<file path="config.mk">
export PLATFORM = sky130hd
export DESIGN_NAME = plss_regs
export DESIGN_NICKNAME = d
export VERILOG_FILES = /design/src/rtl/plss_pkg.sv /design/src/rtl/plss_regs.sv
export SDC_FILE = /design/constraint.sdc
export NUM_CORES = 1
export LEC_CHECK = 0
export ABC_AREA = 0
export CAP_MARGIN = 20
export CORE_MARGIN = 2
export CORE_UTILIZATION = 42
export DETAILED_ROUTE_END_ITERATION = 10
export DONT_BUFFER_PORTS = 1
export GPL_TIMING_DRIVEN = 0
export PLACE_DENSITY_LB_ADDON = 0.25
export SYNTH_ARGS = -nofsm -noshare
export SYNTH_HDL_FRONTEND = slang
export SYNTH_SLANG_ARGS = --single-unit
</file>
<file path="constraint.sdc">
create_clock -name mclk_i -period 2.1 [get_ports mclk_i]
set_clock_uncertainty 0.05 [all_clocks]
set_input_delay 0.525 -clock mclk_i [delete_from_list [all_inputs] [get_ports mclk_i]]
set_output_delay 0.525 -clock mclk_i [all_outputs]
set_load 0.005 [all_outputs]
</file>
<file path="src/rtl/plss_pkg.sv">
package plss_pkg;
	// ----------------------------------------------------------------
	// register map
	// ----------------------------------------------------------------
	localparam logic [7:0] PLSS_OFF_LINK_STATE = 8'hf0;
	localparam logic [7:0] PLSS_OFF_SLOT_FEAT = 8'hf4;
	localparam logic [7:0] PLSS_OFF_IRQ_STATUS = 8'hf8;
	localparam logic [7:0] PLSS_OFF_IRQ_ENABLE = 8'hfc;
	localparam logic [7:0] PLSS_OFF_IRQ_CLEAR = 8'he8;
	localparam logic [7:0] PLSS_OFF_OVERRIDE = 8'hec;
	// ----------------------------------------------------------------
	// link state report fields
	// ----------------------------------------------------------------
	localparam int PLSS_LS_SPEED_LSB = 16;
	localparam int PLSS_LS_WIDTH_LSB = 20;
	localparam int PLSS_LS_TRAIN_ERR = 26;
	localparam int PLSS_LS_TRAINING = 27;
	localparam int PLSS_LS_SLOT_CLK = 28;
	localparam int PLSS_LS_DL_ACTIVE = 29;
	localparam logic [3:0] PLSS_SPEED_2G5 = 4'h1;
	localparam logic [5:0] PLSS_WIDTH_X1 = 6'h01;
	// ----------------------------------------------------------------
	// slot feature report fields
	// ----------------------------------------------------------------
	localparam int PLSS_SF_ATTN_BTN = 0;
	localparam int PLSS_SF_PWR_CTRL = 1;
	localparam int PLSS_SF_ATTN_IND = 3;
	localparam int PLSS_SF_PWR_IND = 4;
	localparam int PLSS_SF_SURPRISE = 5;
	localparam int PLSS_SF_HP_CAP = 6;
	localparam int PLSS_SF_PLV_LSB = 7;
	localparam int PLSS_SF_PLS_LSB = 15;
	localparam int PLSS_SF_SLOTNUM_LSB = 19;
	localparam logic [7:0] PLSS_PLV_RESET = 8'h00;
	localparam logic [1:0] PLSS_PLS_RESET = 2'h0;
	localparam logic [12:0] PLSS_SLOTNUM_RESET = 13'h0000;
	// ----------------------------------------------------------------
	// interrupt status bits
	// ----------------------------------------------------------------
	localparam int PLSS_IRQ_TRAIN_ERR = 0;
	localparam int PLSS_IRQ_DL_CHANGE = 1;
	localparam int PLSS_IRQ_PWR_MSG = 2;
	localparam int PLSS_IRQ_N = 3;
endpackage : plss_pkg

</file>
<file path="src/rtl/plss_regs.sv">
`timescale 1ns/1ps

// Functional notes
// RQ1: link speed field 19:16 always reads 0001b, meaning 2.5 Gb/s.
// RQ2: bits 25:20 report negotiated lane width, single lane x1.
// RQ3: bit 26 sets on training failure, clears on reaching L0, resets zero.
// RQ4: bit 27 reads one during link training, zero after, resets zero.
// RQ5: bit 28 shows slot clock choice, one means platform reference clock.
// RQ6: slot clock default overridable by strap, SMBus or EEPROM load.
// RQ7: bit 29 reads one only while data link machine is DL_Active.
// RQ8: slot capabilities word and power limit only exist on downstream ports.
// RQ9: slot bit 0 shows attention button present, resets zero.
// RQ10: slot bit 1 shows power controller present, resets zero.
// RQ11: slot bit 3 shows attention indicator present, resets zero.
// RQ12: slot bit 4 shows power indicator present, resets zero.
// RQ13: slot bit 5 shows card may be removed without notice, resets zero.
// RQ14: slot bit 6 shows hot-plug capable, default from strap or EEPROM.
// RQ15: bits 14:7 power limit value, reset 00h, writes send power message.
// RQ16: bits 16:15 power limit scale, reset 00b, writes send power message.
// RQ17: bits 31:19 report physical slot number, resets zero.
// RQ18: other slot capability defaults replaceable by SMBus or EEPROM load.
// RQ19: each write touching power limit fields gives exactly one message request.
module plss_regs
	import plss_pkg::*;
#(
	parameter bit DOWNSTREAM = 1'b1
) (
	input wire logic mclk_i,
	input wire logic rst_b_i,
	input wire logic ce_i,
	// wishbone slave
	input wire logic wb_cyc_i,
	input wire logic wb_stb_i,
	input wire logic wb_we_i,
	input wire logic [7:0] wb_adr_i,
	input wire logic [3:0] wb_sel_i,
	input wire logic [31:0] wb_dat_i,
	output logic [31:0] wb_dat_o,
	output logic wb_ack_o,
	// link state inputs
	input wire logic train_fail_i,
	input wire logic train_active_i,
	input wire logic link_in_l0_i,
	input wire logic dl_active_i,
	// straps and default loader (SMBus / EEPROM)
	input wire logic strap_slot_clk_i,
	input wire logic strap_hp_cap_i,
	input wire logic ld_valid_i,
	input wire logic [31:0] ld_slot_feat_i,
	input wire logic ld_slot_clk_i,
	input wire logic ld_slot_clk_we_i,
	// power limit message to transaction layer
	output logic pwr_msg_req_o,
	output logic [7:0] pwr_msg_value_o,
	output logic [1:0] pwr_msg_scale_o,
	output logic irq_o
);

	// ----------------------------------------------------------------
	// storage
	// ----------------------------------------------------------------
	logic train_err;
	logic training;
	logic dl_active;
	logic slot_clk;
	logic [5:0] slot_caps;
	logic hp_cap;
	logic [7:0] plv;
	logic [1:0] pls;
	logic [12:0] slot_num;
	logic [PLSS_IRQ_N-1:0] irq_status;
	logic [PLSS_IRQ_N-1:0] irq_enable;
	logic ack;
	logic [31:0] rdata;
	logic strap_seen;
	logic dl_active_q;

	// ----------------------------------------------------------------
	// bus decode
	// ----------------------------------------------------------------
	wire bus_req = wb_cyc_i & wb_stb_i & ~ack;
	wire wr_req = bus_req & wb_we_i;
	wire sel_ls = (wb_adr_i == PLSS_OFF_LINK_STATE);
	wire sel_sf = (wb_adr_i == PLSS_OFF_SLOT_FEAT) & DOWNSTREAM; // RQ8
	wire sel_st = (wb_adr_i == PLSS_OFF_IRQ_STATUS);
	wire sel_en = (wb_adr_i == PLSS_OFF_IRQ_ENABLE);
	wire sel_clr = (wb_adr_i == PLSS_OFF_IRQ_CLEAR);
	wire sel_ovr = (wb_adr_i == PLSS_OFF_OVERRIDE);
	wire wr_plv = wr_req & sel_sf & wb_sel_i[0] & wb_sel_i[1]; // RQ15
	wire wr_pls = wr_req & sel_sf & (wb_sel_i[1] | wb_sel_i[2]); // RQ16
	wire pwr_write = wr_req & sel_sf & (wb_sel_i[0] | wb_sel_i[1] | wb_sel_i[2]); // RQ19
	wire [7:0] next_plv = wb_dat_i[PLSS_SF_PLV_LSB +: 8];
	wire [1:0] next_pls = wb_dat_i[PLSS_SF_PLS_LSB +: 2];

	// ----------------------------------------------------------------
	// read assembly
	// ----------------------------------------------------------------
	wire [31:0] ls_word = {2'b00, dl_active, slot_clk, training, train_err, PLSS_WIDTH_X1, // RQ2
		PLSS_SPEED_2G5, 16'h0000}; // RQ1
	wire [31:0] sf_word = {slot_num, 2'b00, pls, plv, hp_cap, slot_caps[5:3], 1'b0, slot_caps[1:0]}; // RQ17
	wire [31:0] next_rdata = sel_ls ? ls_word :
		sel_sf ? sf_word :
		sel_st ? {29'h0000_0000, irq_status} :
		sel_en ? {29'h0000_0000, irq_enable} :
		32'h0000_0000;

	// event sources for the interrupt status
	wire dl_change = dl_active ^ dl_active_q;
	wire [PLSS_IRQ_N-1:0] irq_set = {pwr_write, dl_change, train_fail_i};
	wire [PLSS_IRQ_N-1:0] irq_clr = (wr_req & sel_clr & wb_sel_i[0]) ? wb_dat_i[PLSS_IRQ_N-1:0] :
		{PLSS_IRQ_N{1'b0}};

	assign wb_ack_o = ack;
	assign wb_dat_o = rdata;
	assign pwr_msg_value_o = plv;
	assign pwr_msg_scale_o = pls;
	assign irq_o = |(irq_status & irq_enable);

	// ----------------------------------------------------------------
	// bus handshake: ack one cycle after request, dropped next cycle
	// ----------------------------------------------------------------
	always_ff @(posedge mclk_i) begin
		if (!rst_b_i) begin
			ack <= 1'b0;
			rdata <= 32'h0000_0000;
		end else if (ce_i) begin
			ack <= bus_req;
			rdata <= next_rdata;
		end
	end

	// training and data link status tracking
	always_ff @(posedge mclk_i) begin
		if (!rst_b_i) begin
			train_err <= 1'b0;
			training <= 1'b0;
			dl_active <= 1'b0;
			dl_active_q <= 1'b0;
		end else if (ce_i) begin
			if (train_fail_i) begin
				train_err <= 1'b1; // RQ3
			end else if (link_in_l0_i) begin
				train_err <= 1'b0; // RQ3
			end
			training <= train_active_i; // RQ4
			dl_active <= dl_active_i; // RQ7
			dl_active_q <= dl_active;
		end
	end

	// strap capture after reset release, then loader overrides
	always_ff @(posedge mclk_i) begin
		if (!rst_b_i) begin
			strap_seen <= 1'b0;
			slot_clk <= 1'b0;
			hp_cap <= 1'b0;
			slot_caps <= 6'h00;
			slot_num <= PLSS_SLOTNUM_RESET;
		end else if (ce_i) begin
			if (!strap_seen) begin
				strap_seen <= 1'b1;
				slot_clk <= strap_slot_clk_i; // RQ5 RQ6
				hp_cap <= strap_hp_cap_i & DOWNSTREAM; // RQ14
			end else begin
				if (ld_slot_clk_we_i) begin
					slot_clk <= ld_slot_clk_i; // RQ6
				end
				if (ld_valid_i && DOWNSTREAM) begin
					slot_caps <= ld_slot_feat_i[5:0]; // RQ9 RQ10 RQ11 RQ12 RQ13 RQ18
					hp_cap <= ld_slot_feat_i[PLSS_SF_HP_CAP]; // RQ14
					slot_num <= ld_slot_feat_i[PLSS_SF_SLOTNUM_LSB +: 13]; // RQ17 RQ18
				end
			end
		end
	end

	// power limit fields and message request pulse
	always_ff @(posedge mclk_i) begin
		if (!rst_b_i) begin
			plv <= PLSS_PLV_RESET;
			pls <= PLSS_PLS_RESET;
			pwr_msg_req_o <= 1'b0;
		end else if (ce_i) begin
			pwr_msg_req_o <= pwr_write; // RQ15 RQ16 RQ19
			if (ld_valid_i && DOWNSTREAM && strap_seen) begin
				plv <= ld_slot_feat_i[PLSS_SF_PLV_LSB +: 8]; // RQ18
				pls <= ld_slot_feat_i[PLSS_SF_PLS_LSB +: 2];
			end else begin
				if (wr_plv) begin
					plv <= next_plv; // RQ15
				end
				if (wr_pls) begin
					pls <= next_pls; // RQ16
				end
			end
		end
	end

	// interrupt status and enable; set beats clear
	always_ff @(posedge mclk_i) begin
		if (!rst_b_i) begin
			irq_status <= {PLSS_IRQ_N{1'b0}};
			irq_enable <= {PLSS_IRQ_N{1'b0}};
		end else if (ce_i) begin
			irq_status <= (irq_status & ~irq_clr) | irq_set;
			if (wr_req && sel_en && wb_sel_i[0]) begin
				irq_enable <= wb_dat_i[PLSS_IRQ_N-1:0];
			end
		end
	end

	// ----------------------------------------------------------------
	// assertions
	// ----------------------------------------------------------------
	a_speed_fixed: assert property (@(posedge mclk_i) disable iff (!rst_b_i) // RQ1
		(ls_word[PLSS_LS_SPEED_LSB +: 4] == 4'h1)) else $error("link speed not 2.5");
	a_width_x1: assert property (@(posedge mclk_i) disable iff (!rst_b_i) // RQ2
		(ls_word[PLSS_LS_WIDTH_LSB +: 6] == 6'h01)) else $error("width not x1");
	a_train_err_set: assert property (@(posedge mclk_i) disable iff (!rst_b_i) // RQ3
		(ce_i && train_fail_i) |=> train_err) else $error("training error not set");
	a_train_err_clr: assert property (@(posedge mclk_i) disable iff (!rst_b_i) // RQ3
		(ce_i && !train_fail_i && link_in_l0_i) |=> !train_err) else $error("training error not cleared");
	a_training_follow: assert property (@(posedge mclk_i) disable iff (!rst_b_i) // RQ4
		ce_i |=> (training == $past(train_active_i))) else $error("training bit stale");
	a_dl_mirror: assert property (@(posedge mclk_i) disable iff (!rst_b_i) // RQ7
		ce_i |=> (ls_word[PLSS_LS_DL_ACTIVE] == $past(dl_active_i))) else $error("dl active wrong");
	a_msg_once: assert property (@(posedge mclk_i) disable iff (!rst_b_i) // RQ19
		(ce_i && pwr_write) |=> (pwr_msg_req_o ##1 (!pwr_msg_req_o || !ce_i || $past(pwr_write))))
		else $error("power message not single");
	a_plv_write: assert property (@(posedge mclk_i) disable iff (!rst_b_i) // RQ15
		(ce_i && wr_plv && !ld_valid_i) |=> (plv == $past(next_plv))) else $error("limit value not written");
	a_pls_write: assert property (@(posedge mclk_i) disable iff (!rst_b_i) // RQ16
		(ce_i && wr_pls && !ld_valid_i) |=> (pls == $past(next_pls))) else $error("limit scale not written");
	a_upstream_hide: assert property (@(posedge mclk_i) disable iff (!rst_b_i) // RQ8
		!DOWNSTREAM |-> !pwr_write) else $error("slot word on upstream");
	a_ack_pulse: assert property (@(posedge mclk_i) disable iff (!rst_b_i)
		(ce_i && bus_req) |=> ack ##1 (!ack || !ce_i)) else $error("ack not one cycle");

	// ----------------------------------------------------------------
	// read path checks on the bus data output
	// ----------------------------------------------------------------

	// link state word as seen by software, fixed fields included
	a_speed_read: assert property (@(posedge mclk_i) disable iff (!rst_b_i) // RQ1
		(ce_i && bus_req && !wb_we_i && sel_ls) |=> (wb_dat_o[PLSS_LS_SPEED_LSB +: 4] == PLSS_SPEED_2G5))
		else $error("speed field read wrong");
	a_width_read: assert property (@(posedge mclk_i) disable iff (!rst_b_i) // RQ2
		(ce_i && bus_req && !wb_we_i && sel_ls) |=> (wb_dat_o[PLSS_LS_WIDTH_LSB +: 6] == PLSS_WIDTH_X1))
		else $error("width field read wrong");
	a_ls_reserved: assert property (@(posedge mclk_i) disable iff (!rst_b_i)
		(ce_i && bus_req && !wb_we_i && sel_ls) |=> (wb_dat_o[31:30] == 2'b00 && wb_dat_o[15:0] == 16'h0000))
		else $error("link state reserved bits set");

	// slot word reserved bits and upstream hiding
	a_sf_reserved: assert property (@(posedge mclk_i) disable iff (!rst_b_i)
		(ce_i && bus_req && !wb_we_i && sel_sf) |=> (wb_dat_o[2] == 1'b0 && wb_dat_o[18:17] == 2'b00))
		else $error("slot word reserved bits set");
	a_upstream_zero: assert property (@(posedge mclk_i) disable iff (!rst_b_i) // RQ8
		(ce_i && bus_req && !wb_we_i && (wb_adr_i == PLSS_OFF_SLOT_FEAT) && !DOWNSTREAM) |=>
		(wb_dat_o == 32'h0000_0000)) else $error("slot word visible upstream");

	// unmapped addresses read back zero
	a_unmapped_zero: assert property (@(posedge mclk_i) disable iff (!rst_b_i)
		(ce_i && bus_req && !wb_we_i && !(sel_ls || sel_sf || sel_st || sel_en)) |=>
		(wb_dat_o == 32'h0000_0000)) else $error("unmapped read not zero");

	// ack stays low when nothing is asked
	a_ack_idle: assert property (@(posedge mclk_i) disable iff (!rst_b_i)
		(ce_i && !bus_req) |=> !ack)
		else $error("ack without request");

	// ----------------------------------------------------------------
	// link status tracking checks
	// ----------------------------------------------------------------

	// training error holds when neither event is present
	a_train_err_hold: assert property (@(posedge mclk_i) disable iff (!rst_b_i) // RQ3
		(ce_i && !train_fail_i && !link_in_l0_i) |=> $stable(train_err))
		else $error("training error moved");
	a_training_clr: assert property (@(posedge mclk_i) disable iff (!rst_b_i) // RQ4
		(ce_i && !train_active_i) |=> !ls_word[PLSS_LS_TRAINING])
		else $error("training bit not cleared");
	a_dl_clear: assert property (@(posedge mclk_i) disable iff (!rst_b_i) // RQ7
		(ce_i && !dl_active_i) |=> !ls_word[PLSS_LS_DL_ACTIVE])
		else $error("dl active bit stuck");

	// every state bit comes out of reset at zero
	a_reset_values: assert property (@(posedge mclk_i) // RQ3 RQ4 RQ7 RQ15 RQ16 RQ17
		$rose(rst_b_i) |-> (!train_err && !training && !dl_active && plv == PLSS_PLV_RESET &&
		pls == PLSS_PLS_RESET && slot_num == PLSS_SLOTNUM_RESET && !pwr_msg_req_o && !ack))
		else $error("state not cleared by reset");

	// ----------------------------------------------------------------
	// strap and loader checks
	// ----------------------------------------------------------------

	// straps land on the first enabled edge after reset
	a_strap_clk: assert property (@(posedge mclk_i) disable iff (!rst_b_i) // RQ5 RQ6
		(ce_i && !strap_seen) |=> (ls_word[PLSS_LS_SLOT_CLK] == $past(strap_slot_clk_i)))
		else $error("slot clock strap lost");
	a_strap_hp: assert property (@(posedge mclk_i) disable iff (!rst_b_i) // RQ14
		(ce_i && !strap_seen) |=> (sf_word[PLSS_SF_HP_CAP] == ($past(strap_hp_cap_i) && DOWNSTREAM)))
		else $error("hot-plug strap lost");

	// loader override of the slot clock bit
	a_slot_clk_ld: assert property (@(posedge mclk_i) disable iff (!rst_b_i) // RQ6
		(ce_i && strap_seen && ld_slot_clk_we_i) |=> (slot_clk == $past(ld_slot_clk_i)))
		else $error("slot clock override lost");

	// one loader write sets all capability bits, checked bit by bit
	a_attn_btn_ld: assert property (@(posedge mclk_i) disable iff (!rst_b_i) // RQ9
		(ce_i && strap_seen && ld_valid_i && DOWNSTREAM) |=> (sf_word[PLSS_SF_ATTN_BTN] == $past(ld_slot_feat_i[0])))
		else $error("attention button bit not loaded");
	a_pwr_ctrl_ld: assert property (@(posedge mclk_i) disable iff (!rst_b_i) // RQ10
		(ce_i && strap_seen && ld_valid_i && DOWNSTREAM) |=> (sf_word[PLSS_SF_PWR_CTRL] == $past(ld_slot_feat_i[1])))
		else $error("power controller bit not loaded");
	a_attn_ind_ld: assert property (@(posedge mclk_i) disable iff (!rst_b_i) // RQ11
		(ce_i && strap_seen && ld_valid_i && DOWNSTREAM) |=> (sf_word[PLSS_SF_ATTN_IND] == $past(ld_slot_feat_i[3])))
		else $error("attention indicator bit not loaded");
	a_pwr_ind_ld: assert property (@(posedge mclk_i) disable iff (!rst_b_i) // RQ12
		(ce_i && strap_seen && ld_valid_i && DOWNSTREAM) |=> (sf_word[PLSS_SF_PWR_IND] == $past(ld_slot_feat_i[4])))
		else $error("power indicator bit not loaded");
	a_surprise_ld: assert property (@(posedge mclk_i) disable iff (!rst_b_i) // RQ13
		(ce_i && strap_seen && ld_valid_i && DOWNSTREAM) |=> (sf_word[PLSS_SF_SURPRISE] == $past(ld_slot_feat_i[5])))
		else $error("surprise bit not loaded");
	a_slotnum_ld: assert property (@(posedge mclk_i) disable iff (!rst_b_i) // RQ17 RQ18
		(ce_i && strap_seen && ld_valid_i && DOWNSTREAM) |=>
		(slot_num == $past(ld_slot_feat_i[PLSS_SF_SLOTNUM_LSB +: 13]))) else $error("slot number not loaded");

	// capability bits only move on a loader write
	a_caps_hold: assert property (@(posedge mclk_i) disable iff (!rst_b_i) // RQ18
		(ce_i && !ld_valid_i) |=> ($stable(slot_caps) && $stable(slot_num)))
		else $error("capability bits moved");

	// ----------------------------------------------------------------
	// power limit and message checks
	// ----------------------------------------------------------------

	// limit fields hold unless written or loaded
	a_plv_hold: assert property (@(posedge mclk_i) disable iff (!rst_b_i) // RQ15
		(ce_i && !wr_plv && !ld_valid_i) |=> $stable(plv))
		else $error("limit value moved");
	a_pls_hold: assert property (@(posedge mclk_i) disable iff (!rst_b_i) // RQ16
		(ce_i && !wr_pls && !ld_valid_i) |=> $stable(pls))
		else $error("limit scale moved");

	// the message carries the value just written
	a_msg_value: assert property (@(posedge mclk_i) disable iff (!rst_b_i) // RQ15 RQ19
		(ce_i && wr_plv && !ld_valid_i) |=> (pwr_msg_req_o && pwr_msg_value_o == $past(next_plv)))
		else $error("message value wrong");
	a_msg_scale: assert property (@(posedge mclk_i) disable iff (!rst_b_i) // RQ16 RQ19
		(ce_i && wr_pls && !ld_valid_i) |=> (pwr_msg_req_o && pwr_msg_scale_o == $past(next_pls)))
		else $error("message scale wrong");

	// no message without a slot word write
	a_msg_none: assert property (@(posedge mclk_i) disable iff (!rst_b_i) // RQ19
		(ce_i && !pwr_write) |=> !pwr_msg_req_o)
		else $error("message without write");

	// ----------------------------------------------------------------
	// interrupt and clock enable checks
	// ----------------------------------------------------------------

	// events set their sticky bits even against a clear
	a_irq_train: assert property (@(posedge mclk_i) disable iff (!rst_b_i)
		(ce_i && train_fail_i) |=> irq_status[PLSS_IRQ_TRAIN_ERR])
		else $error("training irq not set");
	a_irq_pwr: assert property (@(posedge mclk_i) disable iff (!rst_b_i)
		(ce_i && pwr_write) |=> irq_status[PLSS_IRQ_PWR_MSG])
		else $error("power irq not set");

	// a clear with no event drops the written bits
	a_irq_clear: assert property (@(posedge mclk_i) disable iff (!rst_b_i)
		(ce_i && wr_req && sel_clr && wb_sel_i[0] && irq_set == {PLSS_IRQ_N{1'b0}}) |=>
		((irq_status & $past(wb_dat_i[PLSS_IRQ_N-1:0])) == {PLSS_IRQ_N{1'b0}})) else $error("irq not cleared");

	// enable register takes lane zero
	a_irq_enable: assert property (@(posedge mclk_i) disable iff (!rst_b_i)
		(ce_i && wr_req && sel_en && wb_sel_i[0]) |=> (irq_enable == $past(wb_dat_i[PLSS_IRQ_N-1:0])))
		else $error("irq enable not written");

	// low clock enable freezes every register
	a_ce_freeze: assert property (@(posedge mclk_i) disable iff (!rst_b_i)
		!ce_i |=> ($stable(train_err) && $stable(training) && $stable(plv) && $stable(pls) &&
		$stable(irq_status) && $stable(ack) && $stable(pwr_msg_req_o) && $stable(slot_clk)))
		else $error("state moved while frozen");

endmodule // plss_regs

</file>
==> flow_summary.json, run 1 <==
{
  "outcome": "finished clean",
  "criticalPathCategory": "reg -> reg",
  "die_h_um": 87.5,
  "drt-total-wl_um": 7820,
  "ys_seq_area_share_pct": 49.9,
  "leakagePower_nw": 1.29,
  "viasPerCell": 5.69,
  "startpoint_type": "register",
  "finalSetupViolations": 0,
  "cap_violations": 0,
  "drt_iter0_drc": 141,
  "nFillCells": 693,
  "chipWidth_um": 87.5,
  "crit_slowest_cell": "nor4_4",
  "syn2layout_area_growth_pct": 11.1,
  "busiest_layer": "met2",
  "mostFrequentLayoutCells": "dfxtp_1 (73), nand2_1 (64), a21oi_1 (32)",
  "core-area_mm2": 0.00676,
  "use_met1_pct": 24.6,
  "fin_util_pct": 48.2,
  "max_freq_mhz": 534,
  "tightest_slew_ns": 0.664,
  "insertion_delay_ns": 0.34,
  "ir_worst_vdd_uv": 452,
  "first_pass_iters": 4,
  "final_net_count": 433,
  "clkSinkCount": 73,
  "final_area_mm2": 0.00325,
  "cts-buffers-inserted": 9,
  "hold_class": "in -> reg",
  "syn-cell-area_mm2": 0.00293,
  "maxSlewHeadroom_pct": 55.4,
  "via_count": 2430,
  "start_util_pct": 43.4,
  "antenna_left": 0,
  "cts_htree_levels": 3,
  "worst_ep_required_time_ns": 2.33,
  "pin_count": 136,
  "grtUsageMet2_pct": 33.5,
  "slowest_delay_ns": 0.53,
  "timing.hold.ws_ns": 0.238,
  "clk_pin_slew_ns": 0.08,
  "gp_congestion": 0.790,
  "arrival_ns": 2.10,
  "grt.total_usage_pct": 20.6,
  "place_area_mm2": 0.00303,
  "synth-seq-cells": 73,
  "detail_route.wl_per_cell_um": 18.3,
  "hpwl_um": 5760,
  "register_area_mm2": 0.00146,
  "avgSynthCellArea_um2": 8.88,
  "synth_cells": 330,
  "ys_warn_count": 0,
  "ys_types": 42,
  "clock_path_buffers": 2,
  "use_met3_pct": 10.7,
  "n_antenna_cell": 0,
  "period_share_pct": 89.2,
  "critPathCaptureType": "register",
  "tritoncts": "built",
  "drcViolationCount": 0,
  "final_cells": 427,
  "clock-root-buffer": "clkbuf_8",
  "rsz0062_at_grt": "false",
  "worstPathCellList": "nand4b_1 > nor4_4 > or2_2 > buf_2 > o211a_1",
  "drive_gt1_share_pct": 9.80,
  "multi_input_area_mm2": 0.00137,
  "core.rowCount": 30,
  "fp.dieArea_mm2": 0.00766,
  "grt_pass1_wl_um": 11900,
  "grt_pass1_vias": 2354,
  "grt_overflow": 0,
  "fin_crit_ns": 1.87,
  "grt_max_degree": 13,
  "port_buffers": 0,
  "maxSlewViolCount": 0,
  "placed_cells": 411,
  "crit_fanout": 9,
  "finalHoldViolCount": 0,
  "p_per_area_mw_per_mm2": 810,
  "final_common_cell": "dfxtp_1",
  "total_power_mw": 2.64,
  "antenna_found_initial": 0
}
## sequential cells by signal (all words and copies together) (netlist names)
| register | flops |
|---|---|
| dl_active | 1 |
| dl_active_q | 1 |
| hp_cap | 1 |
| irq_enable | 3 |
| irq_status | 3 |
| pwr_msg_req_o | 1 |
| pwr_msg_scale_o | 2 |
| pwr_msg_value_o | 8 |
| slot_caps | 5 |
| slot_clk | 1 |
| slot_num | 13 |
| strap_seen | 1 |
| train_err | 1 |
| training | 1 |
| wb_ack_o | 1 |
| wb_dat_o | 30 |
## synthesized netlist by cell type
| library cell | n | area [µm²] |
|---|---|---|
| a211oi_1 | 2 | 15.0 |
| a21o_1 | 1 | 7.51 |
| a21oi_1 | 32 | 160 |
| a222oi_1 | 1 | 10.0 |
| a22oi_1 | 22 | 165 |
| a2bb2oi_1 | 2 | 17.5 |
| a311oi_1 | 2 | 17.5 |
| a32oi_1 | 3 | 26.3 |
| and2_1 | 1 | 6.26 |
| buf_1 | 1 | 3.75 |
| buf_2 | 3 | 15.0 |
| buf_4 | 3 | 22.5 |
| clkbuf_1 | 18 | 67.6 |
| clkinv_1 | 1 | 3.75 |
| conb_1 | 1 | 3.75 |
| dfxtp_1 | 73 | 1460 |
| inv_1 | 2 | 7.51 |
| inv_2 | 1 | 3.75 |
| mux2_2 | 1 | 11.3 |
| mux2i_1 | 19 | 190 |
| nand2_1 | 65 | 244 |
| nand2b_1 | 4 | 25.0 |
| nand3_1 | 2 | 10.0 |
| nand3b_1 | 1 | 7.51 |
| nand4b_1 | 3 | 26.3 |
| nand4bb_1 | 1 | 11.3 |
| nand4bb_4 | 1 | 27.5 |
| nor2_1 | 30 | 113 |
| nor3_1 | 1 | 5.00 |
| nor3_2 | 1 | 10.0 |
| nor4_1 | 1 | 6.26 |
| nor4_2 | 1 | 12.5 |
| o211a_1 | 8 | 80.1 |
| o211ai_1 | 2 | 15.0 |
| o21ai_0 | 12 | 60.1 |
| o22ai_1 | 2 | 12.5 |
| o2bb2ai_1 | 1 | 8.76 |
| or2_2 | 1 | 6.26 |
| or3_1 | 1 | 6.26 |
| or3_4 | 1 | 11.3 |
| or4_1 | 1 | 7.51 |
| xor2_1 | 1 | 8.76 |
## power by group
| part | total (mW) | internal, mW | switching, mW |
|---|---|---|---|
| combinational | 0.172 | 0.0621 | 0.110 |
| sequential | 1.44 | 1.41 | 0.0224 |
| clock | 1.03 | 0.524 | 0.504 |
## per-layer routing
metal  vias to the layer above  share of wire (%)
met1                      1158                 43
met2                        86                 48
met5                         -                  0
li1                       1184                  -
met3                         2                9.0
met4                         0               0.32
## critical path: cells and delay by family, from the launching register on
family | cells | cell delay [ns]
simple gates | 3 | 1.09
flops | 1 | 0.34
buf+inv | 1 | 0.19
compound gates | 1 | 0.15
## layout make-up
| type | count | area share [%] |
|---|---|---|
| Sequential cell | 73 | 44.9 |
| Multi-Input combinational cell | 229 | 42.2 |
| Buffer | 25 | 3.46 |
| Tap cell | 80 | 3.08 |
| Inverter | 4 | 0.461 |
| Clock buffer | 12 | 5.07 |
| Clock inverter | 4 | 0.807 |
## logic make-up (layout without fill, tap and decap cells)
| kind of cell | count (synthesis) | in the layout | synth area share (%) |
|---|---|---|---|
| AO/OA/AOI/OAI | 90 | 90 | 20.3 |
| flip-flops | 73 | 73 | 49.9 |
| multiplexers | 20 | 20 | 6.87 |
| buffers and inverters | 29 | 45 | 4.23 |
| AND/OR/NAND/NOR | 116 | 116 | 18.3 |
| XOR/XNOR | 1 | 1 | 0.299 |
| other | 1 | 2 | 0.128 |
## through the flow
step,worst slack [ns],TNS [ns]
after floorplan,0.104,0
after global placement,-0.219,-5.93
after detailed placement,-0.231,-6.86
after CTS,0.0146,0
after global routing,0.101,0
final,0.226,0
## timing repair
action                                  CTS  global route
setup buffers                             0             0
cloned                                    0             0
gates resized for setup                   3             6
hold buffers                              0             0
endpoints found under the setup margin   21            25
## path summary, 6_finish.rpt
kind                      from                 end  slack (ns)  cells after the start
hold reg to reg   slot_caps[5]        slot_caps[5]        0.41                      2
setup / recovery      wb_ack_o  pwr_msg_value_o[2]        0.23                      5
hold / removal     wb_dat_i[0]       irq_status[0]        0.24                      1
setup reg to reg      wb_ack_o  pwr_msg_value_o[2]        0.23                      5
Note: power is estimated with default switching activity, not from simulation.
==> run 2: changes to the inputs <==
--- a/config.mk
+++ b/config.mk
@@ -9,10 +9,11 @@
 export CAP_MARGIN = 20
 export CORE_MARGIN = 2
 export CORE_UTILIZATION = 42
+export CTS_BUF_LIST = sky130_fd_sc_hd__clkbuf_4 sky130_fd_sc_hd__clkbuf_8 sky130_fd_sc_hd__clkbuf_16
 export DETAILED_ROUTE_END_ITERATION = 10
 export DONT_BUFFER_PORTS = 1
 export GPL_TIMING_DRIVEN = 0
-export PLACE_DENSITY_LB_ADDON = 0.25
+export PLACE_DENSITY = 0.67
 export SYNTH_ARGS = -nofsm -noshare
 export SYNTH_HDL_FRONTEND = slang
 export SYNTH_SLANG_ARGS = --single-unit
==> constraint.sdc (replaced) <==
create_clock -name mclk_i -period 2.1 [get_ports mclk_i]
set_clock_uncertainty 0.05 [all_clocks]
set_input_delay 0.315 -clock mclk_i [delete_from_list [all_inputs] [get_ports mclk_i]]
set_output_delay 0.315 -clock mclk_i [all_outputs]
set_load 0.005 [all_outputs]
==> run 2 against run 1 <==
Net effect:
- maximum frequency is 1.8% lower
- utilization is 0.65 points higher
- combinational power hardly changed
- design area is 1.3% higher
- clock power is 29% higher
- die area stayed put
- first-iteration DRC count is 13% lower
- register-to-register slack worse by 0.03 ns
- via count is 0.29% lower
- flip-flop and latch count stayed put
- power is 11% higher
- largest power group unchanged
==> flow_summary.json, run 2 (synthesis gave the netlist of run 1 again) <==
{
  "outcome": "finished clean",
  "final_area_mm2": 0.00330,
  "fin_crit_ns": 1.91,
  "core-area_mm2": 0.00676,
  "grt.total_usage_pct": 21.4,
  "maxSlewHeadroom_pct": 55.4,
  "grt_overflow": 0,
  "cts-buffers-inserted": 9,
  "detail_route.wl_per_cell_um": 19.0,
  "max_freq_mhz": 524,
  "cts_hold_buffers": 0,
  "critPathCaptureType": "register",
  "clkPwrFrac_pct": 45.2,
  "clock-root-buffer": "clkbuf_8",
  "fp.dieArea_mm2": 0.00766,
  "gp_congestion": 0.814,
  "via_count": 2423,
  "sequentialPowerShare_pct": 48.9,
  "hold_class": "in -> reg",
  "syn2layout_area_growth_pct": 12.6,
  "first_pass_iters": 4,
  "place_area_mm2": 0.00303,
  "fin_ws_ns": 0.192,
  "n_antenna_cell": 0,
  "cap_violations": 0,
  "largest_reg_flops": 30,
  "clock_path_buffers": 2,
  "grt_max_degree": 13,
  "timing.rr.start": "wb_ack_o",
  "worst_ep_required_time_ns": 2.33,
  "startpoint_type": "register",
  "clkSinkCount": 73,
  "finalHoldViolCount": 0,
  "ir_worst_vdd_uv": 497,
  "rr_endpoint": "pwr_msg_value_o[5]",
  "core.rowCount": 30,
  "port_buffers": 0,
  "nFillCells": 656,
  "place_ws_ns": -0.304,
  "hold_path_end": "irq_status[0]",
  "drcViolationCount": 0,
  "swShare_pct": 21.9,
  "drt-total-wl_um": 8100,
  "postCtsSetupRepairBufs": 0,
  "r2r_cells": 5,
  "tritoncts": "built",
  "crit_fanout": 9,
  "grt_pass1_vias": 2399,
  "die_h_um": 87.5,
  "start_util_pct": 43.4,
  "finalSetupViolations": 0,
  "insertion_delay_ns": 0.34,
  "pin_count": 136,
  "antenna_found_initial": 0,
  "cts_htree_levels": 3,
  "hpwl_um": 5700,
  "power_switching_mw": 0.644,
  "period_share_pct": 90.9,
  "drive_gt1_share_pct": 9.54,
  "maxSlewViolCount": 0,
  "arrival_ns": 2.14,
  "r2r_slack_ns": 0.19,
  "p_int_mw": 2.29,
  "hold_path_depth": 1,
  "leakagePower_nw": 1.31,
  "criticalPathCategory": "reg -> reg",
  "final_net_count": 433,
  "pwr-share-comb_pct": 5.9,
  "mostFrequentLayoutCells": "dfxtp_1 (73), nand2_1 (64), a21oi_1 (32)",
  "tightest_slew_ns": 0.666,
  "grt_pass1_wl_um": 12200,
  "antenna_left": 0,
  "drt_iter0_drc": 122,
  "chipWidth_um": 87.5,
  "viasPerCell": 5.69,
  "p_per_area_mw_per_mm2": 890,
  "final_common_cell": "dfxtp_1",
  "hp-start": "wb_dat_i[0]",
  "fin_util_pct": 48.8,
  "clk_pin_slew_ns": 0.07,
  "rsz0062_at_grt": "false",
  "cts_resized": 4
}
## run 2: metrics by stage
stage          instances  hold WS, ns  power, mW  TNS, ns
6_report             426       0.0333       2.93        0
5_1_grt              426       0.0281       3.03        0
3_3_place_gp         411        0.376       1.63    -2.90
3_5_place_dp         411        0.384       1.64    -3.62
2_1_floorplan        331        0.375       1.59        0
4_1_cts              426       0.0183       2.96        0
## run 2: how the worst max path moves through the flow
stage	start	end	slack [ns]
6_report	wb_ack_o	pwr_msg_value_o[5]	0.19
5_1_grt	strap_seen	pwr_msg_value_o[5]	0.03
4_1_cts	wb_ack_o	pwr_msg_value_o[5]	0.07
3_5_place_dp	strap_seen	pwr_msg_value_o[5]	-0.30
3_3_place_gp	strap_seen	pwr_msg_value_o[5]	-0.27
2_1_floorplan	ce_i	irq_enable[0]	0.31
## run 2: power groups by stage
| stage | clock network [mW] | registers, mW | logic, mW |
|---|---|---|---|
| floorplan | 0 | 1.46 | 0.127 |
| global placement | 0 | 1.47 | 0.166 |
| detailed placement | 0 | 1.47 | 0.169 |
| CTS | 1.35 | 1.43 | 0.172 |
| global route | 1.40 | 1.44 | 0.193 |
| finish | 1.33 | 1.44 | 0.173 |
## run 2: layout make-up
class                           instances  area [µm²]  area share (%)
Multi-Input combinational cell        229        1370            41.5
Sequential cell                        73        1460            44.3
Buffer                                 25         113            3.41
Clock buffer                           10         138            4.17
Clock inverter                          5         104            3.15
Tap cell                               80         100            3.03
Inverter                                4        15.0           0.455
## run 2: critical path: stages, from the launching register on
cell	delay (ns)
dfxtp_1	0.34
nand4b_1	0.37
nor4_4	0.56
or2_2	0.20
buf_2	0.19
o211a_1	0.15
## run 2: routing by layer
layer	GRT usage [%]	part of all wire [%]	vias up	wire [µm]
li1	-	-	1183	-
met5	0	0	-	0
met4	8.53	1.7	0	138
met2	34.6	46	97	3750
met3	7.45	8.8	11	715
met1	26.1	43	1132	3500
